<file path="src/hdl/fpwm_consts.svh">
// Constants for the frame PWM output unit: offsets, fields, resets, timing.
// Assumes a 25 MHz system clock and a 32-bit Avalon-MM register bus.
`ifndef FPWM_CONSTS_SVH
`define FPWM_CONSTS_SVH

`define FPWM_IDX_FRAME_LENGTH   16'hFED4
`define FPWM_IDX_PULSE_WIDTH    16'hFED5
`define FPWM_IDX_IRQ_STATUS     16'hFED6
`define FPWM_IDX_IRQ_MASK       16'hFED7
`define FPWM_IDX_UNIT_STATUS    16'hFED8
`define FPWM_ADDR_W             18
`define FPWM_RST_SETTING        8'h00
`define FPWM_MIN_FRAME          8'h02
`define FPWM_STAT_FRAME_BIT     0
`define FPWM_USTAT_OUT_BIT      0
`define FPWM_USTAT_PDN_BIT      1
`define FPWM_USTAT_OSC_BIT      2
`define FPWM_CLK_HZ             25000000
`define FPWM_OSC_HZ             370000
`define FPWM_OSC_HALF_CYC       ((`FPWM_CLK_HZ) / (2 * (`FPWM_OSC_HZ)))

`endif

</file>
<file path="src/hdl/fpwm_pkg.sv">
// Types for the frame PWM output unit.
// Assumes fpwm_consts.svh is compiled alongside.
`default_nettype none
package fpwm_pkg;
  typedef enum logic [2:0] {
    FPWM_PDN = 3'h1,
    FPWM_RUN = 3'h2,
    FPWM_OSC = 3'h4
  } fpwm_mode_t;
endpackage
`default_nettype wire

</file>
<file path="src/hdl/fpwm_osc.sv">
// Start-up oscillator, running only while i_run is high: square wave by half-period counter.
// Assumes one synchronous clock and an active-high synchronous reset.
`include "fpwm_consts.svh"
`default_nettype none
module fpwm_osc #(
  parameter int HALF_CYC = `FPWM_OSC_HALF_CYC
) (
  input  wire logic i_clk_sys,
  input  wire logic i_reset,
  input  wire logic i_run,
  output logic      o_wave
);
  typedef struct packed {
    logic [7:0] cnt;
    logic       wave;
  } fpwm_osc_st_t;

  localparam logic [7:0] LAST = 8'(HALF_CYC - 1);

  fpwm_osc_st_t s_r;
  fpwm_osc_st_t s_nxt;

  always_comb begin
    s_nxt = s_r;
    if (!i_run) begin
      s_nxt.cnt  = 8'h00;
      s_nxt.wave = 1'b0;
    end else if (s_r.cnt == LAST) begin
      s_nxt.cnt  = 8'h00;
      s_nxt.wave = ~s_r.wave;
    end else begin
      s_nxt.cnt = s_r.cnt + 8'h01;
    end
  end

  always_ff @(posedge i_clk_sys) begin
    if (i_reset) begin
      s_r <= '0;
    end else begin
      s_r <= s_nxt;
    end
  end

  assign o_wave = s_r.wave;
endmodule
`default_nettype wire

</file>
<file path="src/hdl/fpwm_top.sv">
// Frame PWM output unit with Avalon-MM registers and frame interrupt.
// Assumes synchronous inputs, 25 MHz clock, active-high synchronous reset.
//
// Decided for this implementation: the Avalon-MM slave port.
`include "fpwm_consts.svh"
`default_nettype none
module fpwm_top
  import fpwm_pkg::*;
#(
  parameter int OSC_HALF = `FPWM_OSC_HALF_CYC
) (
  input  wire logic                    i_clk_sys,
  input  wire logic                    i_reset,
  input  wire logic [`FPWM_ADDR_W-1:0] i_avs_address,
  input  wire logic                    i_avs_read,
  input  wire logic                    i_avs_write,
  input  wire logic [31:0]             i_avs_writedata,
  input  wire logic [3:0]              i_avs_byteenable,
  output logic      [31:0]             o_avs_readdata,
  output logic                         o_avs_waitrequest,
  output logic      [1:0]              o_avs_response,
  input  wire logic                    i_power_button_pin,
  output logic                         o_pwm,
  output logic                         o_pwm_oe,
  output logic                         o_frame_start,
  output logic                         o_irq
);
  import fpwm_pkg::*;

  typedef struct packed {
    fpwm_mode_t  mode;
    logic [7:0]  frame_hold;
    logic [7:0]  pulse_hold;
    logic [7:0]  frame_work;
    logic [7:0]  pulse_work;
    logic [7:0]  cnt;
    logic        out;
    logic        fstart;
    logic        stat;
    logic        mask;
    logic        ack;
    logic [31:0] rdata;
    logic [1:0]  resp;
  } fpwm_st_t;

  fpwm_st_t s_r;
  fpwm_st_t s_nxt;
  logic     osc_wave;

  fpwm_osc #(
    .HALF_CYC (OSC_HALF)
  ) u_osc (
    .i_clk_sys (i_clk_sys),
    .i_reset   (i_reset),
    .i_run     (i_power_button_pin),
    .o_wave    (osc_wave)
  );

  logic [15:0] word_idx;
  logic        req;
  logic        wr_lo;
  logic        frame_ok;
  logic        pulse_hi;

  assign word_idx = i_avs_address[`FPWM_ADDR_W-1:2];
  assign req      = (i_avs_read | i_avs_write) & ~s_r.ack;
  assign wr_lo    = i_avs_write & i_avs_byteenable[0];

  always_comb begin
    s_nxt        = s_r;
    s_nxt.fstart = 1'b0;
    s_nxt.ack    = 1'b0;
    frame_ok     = 1'b0;
    pulse_hi     = 1'b0;

    // Register access, answered one cycle after the request
    if (req) begin
      s_nxt.ack   = 1'b1;
      s_nxt.rdata = 32'h0000_0000;
      s_nxt.resp  = 2'h0;
      case (word_idx)
        `FPWM_IDX_FRAME_LENGTH: begin
          if (wr_lo) begin
            s_nxt.frame_hold = i_avs_writedata[7:0];
          end
          s_nxt.rdata[7:0] = s_r.frame_hold;
        end
        `FPWM_IDX_PULSE_WIDTH: begin
          if (wr_lo) begin
            s_nxt.pulse_hold = i_avs_writedata[7:0];
          end
          s_nxt.rdata[7:0] = s_r.pulse_hold;
        end
        `FPWM_IDX_IRQ_STATUS: begin
          s_nxt.rdata[`FPWM_STAT_FRAME_BIT] = s_r.stat;
          if (wr_lo && i_avs_writedata[`FPWM_STAT_FRAME_BIT]) begin
            s_nxt.stat = 1'b0;
          end
        end
        `FPWM_IDX_IRQ_MASK: begin
          if (wr_lo) begin
            s_nxt.mask = i_avs_writedata[`FPWM_STAT_FRAME_BIT];
          end
          s_nxt.rdata[`FPWM_STAT_FRAME_BIT] = s_r.mask;
        end
        `FPWM_IDX_UNIT_STATUS: begin
          s_nxt.rdata[`FPWM_USTAT_OUT_BIT] = s_r.out;
          s_nxt.rdata[`FPWM_USTAT_PDN_BIT] = (s_r.mode == FPWM_PDN);
          s_nxt.rdata[`FPWM_USTAT_OSC_BIT] = (s_r.mode == FPWM_OSC);
        end
        default: begin
          s_nxt.resp = 2'h2;
        end
      endcase
    end

    // Generator
    case (s_r.mode)
      FPWM_PDN: begin
        s_nxt.out = 1'b0;
        s_nxt.cnt = 8'h00;
        if (i_power_button_pin) begin
          s_nxt.mode = FPWM_OSC;
        end else if (s_r.frame_hold >= `FPWM_MIN_FRAME) begin
          frame_ok = 1'b1;
        end
      end
      FPWM_RUN: begin
        if (i_power_button_pin) begin
          s_nxt.mode = FPWM_OSC;
        end else if (s_r.cnt == s_r.frame_work - 8'h01) begin
          // Frame boundary: take the buffered values
          if (s_r.frame_hold < `FPWM_MIN_FRAME) begin
            s_nxt.mode = FPWM_PDN;
            s_nxt.out  = 1'b0;
          end else begin
            frame_ok = 1'b1;
          end
        end else begin
          s_nxt.cnt = s_r.cnt + 8'h01;
          pulse_hi  = (s_r.pulse_work > s_r.frame_work) ||
                      (s_nxt.cnt < s_r.pulse_work);
          s_nxt.out = pulse_hi;
        end
      end
      FPWM_OSC: begin
        s_nxt.out = 1'b0;
        s_nxt.cnt = 8'h00;
        if (!i_power_button_pin) begin
          s_nxt.mode = FPWM_PDN;
        end
      end
      default: begin
        s_nxt.mode = FPWM_PDN;
      end
    endcase

    if (frame_ok) begin
      s_nxt.mode       = FPWM_RUN;
      s_nxt.cnt        = 8'h00;
      s_nxt.frame_work = s_r.frame_hold;
      s_nxt.pulse_work = s_r.pulse_hold;
      s_nxt.fstart     = 1'b1;
      s_nxt.out        = (s_r.pulse_hold != 8'h00);
    end

    // Sticky frame status; set wins over a write-one clear
    if (s_nxt.fstart) begin
      s_nxt.stat = 1'b1;
    end
  end

  always_ff @(posedge i_clk_sys) begin
    if (i_reset) begin
      s_r      <= '0;
      s_r.mode <= FPWM_PDN;
    end else begin
      s_r <= s_nxt;
    end
  end

  assign o_avs_waitrequest = (i_avs_read | i_avs_write) & ~s_r.ack;
  assign o_avs_readdata    = s_r.rdata;
  assign o_avs_response    = s_r.resp;
  assign o_frame_start     = s_r.fstart;
  assign o_irq             = s_r.stat & s_r.mask;
  assign o_pwm             = (s_r.mode == FPWM_OSC) ? 1'b0 : s_r.out;
  // Oscillation is open drain: drive low on low half, pull-up on high half
  assign o_pwm_oe          = (s_r.mode == FPWM_OSC) ? ~osc_wave : 1'b1;
endmodule
`default_nettype wire

</file>
<file path="config.mk">
export PLATFORM = sky130hd
export DESIGN_NAME = fpwm_top
export DESIGN_NICKNAME = d
export VERILOG_FILES = /design/src/hdl/fpwm_pkg.sv /design/src/hdl/fpwm_osc.sv /design/src/hdl/fpwm_top.sv
export VERILOG_INCLUDE_DIRS = /design/src /design/src/hdl
export SDC_FILE = /design/constraint.sdc
export NUM_CORES = 1
export LEC_CHECK = 0
export BUFFER_PORTS_ARGS = -buffer_cell sky130_fd_sc_hd__buf_4
export CORE_MARGIN = 2
export CORE_UTILIZATION = 45
export DETAILED_ROUTE_END_ITERATION = 8
export PLACE_DENSITY = 0.69
export SLEW_MARGIN = 20
export SYNTH_ARGS = -nofsm -noshare
export SYNTH_HDL_FRONTEND = slang
export SYNTH_HIERARCHICAL = 1
export SYNTH_SLANG_ARGS = --single-unit
</file>
<file path="constraint.sdc">
create_clock -name i_clk_sys -period 2.84 [get_ports i_clk_sys]
set_clock_uncertainty 0.1 [all_clocks]
set_input_delay 0.426 -clock i_clk_sys [delete_from_list [all_inputs] [get_ports i_clk_sys]]
set_output_delay 0.426 -clock i_clk_sys [all_outputs]
set_load 0.01 [all_outputs]
</file>
==> flow_summary.yaml <==
worst_setup_path:
  crit_required_ns: 3.03
  start_kind: "flop"
  critPathArrivalTime_ns: 2.77
  criticalPathCategory: "reg2reg"
  cp_max_fo: 16
  cp_slowest_cell: "nor3b_1"
  path_cells: "inv_1, ha_1, nor3b_1, nand3_1, a22oi_1, a41o_1, buf_4, nand3_1, a21oi_1"
  crit_path_max_incr_delay_ns: 0.43
  end_kind: "flop"
  cp_common_cell: "nand3_1"
yosys:
  synth-seq-cells: 66
  synth_cell_types: 55
  ys_async_sr_fraction: 0
  ys_top_cells_by_area: "dfxtp_1, buf_4, ha_1, a21oi_1, nand3_1"
  synth-edff-count: 0
  synthCells: 492
  synth_top_area_cell: "dfxtp_1"
  ys.flop_type: "dfxtp_1"
  synth_top_area_frac: 0.339
  syn_avg_cell_area_um2: 7.92
  ys_warn_count: 6
  synth_area_um2: 3900
  yosysSeqAreaShare: 0.339
floorplanning:
  core_area_um2: 8300
  start_util: 0.470
  die_h_um: 97.1
  die_area_um2: 9420
  top_level_ports: 98
  num_rows: 33
  die_x_um: 97.1
global_route:
  grt.total_usage: 0.198
  globalRoute.totalOverflow: 0
  antenna_found_initial: 0
  grt_pass1_wl_um: 15400
  grt_max_degree: 50
  grt_pass1_vias: 3300
detailed_routing:
  routed_wl_um: 9080
  via_count: 3464
  ant_nets: 0
  drc: 0
  drt_iter0_drc: 162
  post_drt_wl_per_cell_um: 14.4
  firstDrtPassIters: 5
  vias_per_cell: 5.49
power_and_ir_drop:
  switching_share: 0.261
  p_comb_frac: 0.082
  power_density_nw_per_um2: 445
  pwr-share-seq: 0.486
  power_switching_uw: 508
  totalPowerFinal_mw: 1.95
  clkPwrFrac: 0.432
  peakVddDrop_mv: 0.345
  internal_power_mw: 1.44
  total_leakage_power_nw: 1.69
outcome:
  status: "completed"
placement:
  io_buffer_count: 43
  gp_congestion: 0.815
  dp_slack_ns: 0.184
  hpwl_um: 6850
  dp_cells: 615
finish:
  final_core_util: 0.526
  num-nets-final: 599
  multiInputGateArea_um2: 2230
  fill_cells: 794
  drive_above_1_share: 0.156
  fin_cells: 631
  syn2layout_area_growth_pct: 12.1
  antenna_cells: 0
  seqCellArea_um2: 1320
cts:
  holdBufCountCts: 0
  clock_sinks: 66
  clockRootBuffer: "clkbuf_8"
  cts_tree: "yes"
  cts_buffers: 9
  clk_pin_slew_ns: 0.08
  cts_max_path_buffers: 2
  ctsHtreeMaxLevel: 3
  clk_latency_ns: 0.36
timing:
  relSlewSlack: 0.612
  layout_setup_ws_ns: 0.260
  setup_viol: 0
  min_period_ns: 2.58
  worst_pin_slew_ns: 0.581
  fmax_mhz: 388
  min_period_over_period: 0.908
  fin_tns_setup_ns: 0
  hold_violations: 0
  rsz0062_at_grt: "no"
  drv_slew: 0
flow_run:
  cap_viol_max_count: 0
worst_hold_path:
  hold_path.class: "in2reg"
==> sequential cells by signal (all words and copies together), names as in the netlist <==
register / count
s_r: 47
o_avs_readdata: 8
u_osc/s_r: 8
o_avs_response: 1
o_frame_start: 1
u_osc/o_wave: 1
==> repair_timing <==
action                                 in CTS  in global routing
setup endpoints to repair                   0                 16
endpoints found under the hold margin       0                  0
buffers inserted                            0                  0
resized for setup                           0                  1
==> metal layers <==
layer  GRT usage  share of wire
met5           0              0
met4      0.0704          0.019
met3      0.0504          0.051
met2       0.320           0.47
met1       0.258           0.46
==> cell type report <==
cell class / count / area share
multi-input cells: 369 / 0.510
flip-flops and latches: 66 / 0.302
repair buffers: 52 / 0.0893
clock buffers: 10 / 0.0315
well taps: 105 / 0.0301
inverters: 23 / 0.0198
clock inverters: 6 / 0.0166
==> cells in the mapped netlist (all sizes together) (2+ instances only) <==
cell and instances:
dfxtp 66, a21oi 46, nand3 43, buf 42
nand2 38, nor2 34, o21ai 30, inv 23
ha 19, clkbuf 16, xnor2 11, a21o 9
nand3b 9, nor4 9, a211oi 7, nand4 7
nor2b 7, nor3 7, xor2 7, a22oi 6
nand2b 6, a31oi 5, and3 4, or2 4
nand4b 3, o211ai 3, or3 3, or4 3
a211o 2, a221oi 2, and2 2, nor3b 2
o211a 2, or3b 2
==> critical path, delay by kind of cell (launching register included) <==
| kind | cells | cell delay (ns) |
|---|---|---|
| AOI/OAI and AO/OA | 3 | 0.87 |
| and+or+nand+nor | 3 | 0.70 |
| DFF | 1 | 0.38 |
| buffers and inverters | 2 | 0.28 |
| adders and majority gates | 1 | 0.17 |
==> cells in the final DEF, fill, tap and decap left out, types with 9 or more instances in the layout <==
| master | n |
|---|---|
| xnor2_1 | 11 |
| a21oi_1 | 46 |
| inv_1 | 23 |
| nor2_1 | 34 |
| a21o_1 | 9 |
| buf_4 | 52 |
| clkbuf_8 | 10 |
| nand2_1 | 38 |
| nand3b_1 | 9 |
| ha_1 | 19 |
| o21ai_0 | 19 |
| o21ai_1 | 10 |
| conb_1 | 25 |
| dfxtp_1 | 66 |
| nand3_1 | 43 |
==> power by group through the flow <==
| stage | Combinational [mW] | Clock [mW] | Sequential [mW] |
|---|---|---|---|
| 3_3_place_gp | 0.156 | 0 | 0.966 |
| 2_1_floorplan | 0.127 | 0 | 0.964 |
| 3_5_place_dp | 0.159 | 0 | 0.967 |
| 6_report | 0.160 | 0.840 | 0.945 |
| 4_1_cts | 0.160 | 0.859 | 0.945 |
| 5_1_grt | 0.177 | 0.900 | 0.947 |
==> logic make-up after synthesis <==
logic type	Yosys count	synth area share
AND/OR/NAND/NOR	184	0.248
AO/OA/AOI/OAI	121	0.191
buffers and inverters	81	0.113
flip-flops	66	0.339
adder cells (fa/ha/maj)	19	0.0610
XOR/XNOR	18	0.0404
multiplexers	2	0.00546
other	1	0.000962
==> through the flow <==
stage	hold WS [ns]	area (um^2)
floorplan	0.326	3990
detailed placement	0.349	4150
CTS	0.218	4360
global route	0.215	4370
finish	0.235	4370
global placement	0.342	4150
==> final timing paths <==
path,startpoint,endpoint,slack (ns),cells past startpoint
hold reg to reg,o_avs_readdata[1],o_avs_readdata[1],0.36,2
hold / removal,i_avs_writedata[4],s_r[75],0.24,3
setup reg to reg,s_r[55],s_r[54],0.26,9
setup / recovery,s_r[55],s_r[54],0.26,9
Note: power is estimated with default switching activity, not from simulation.
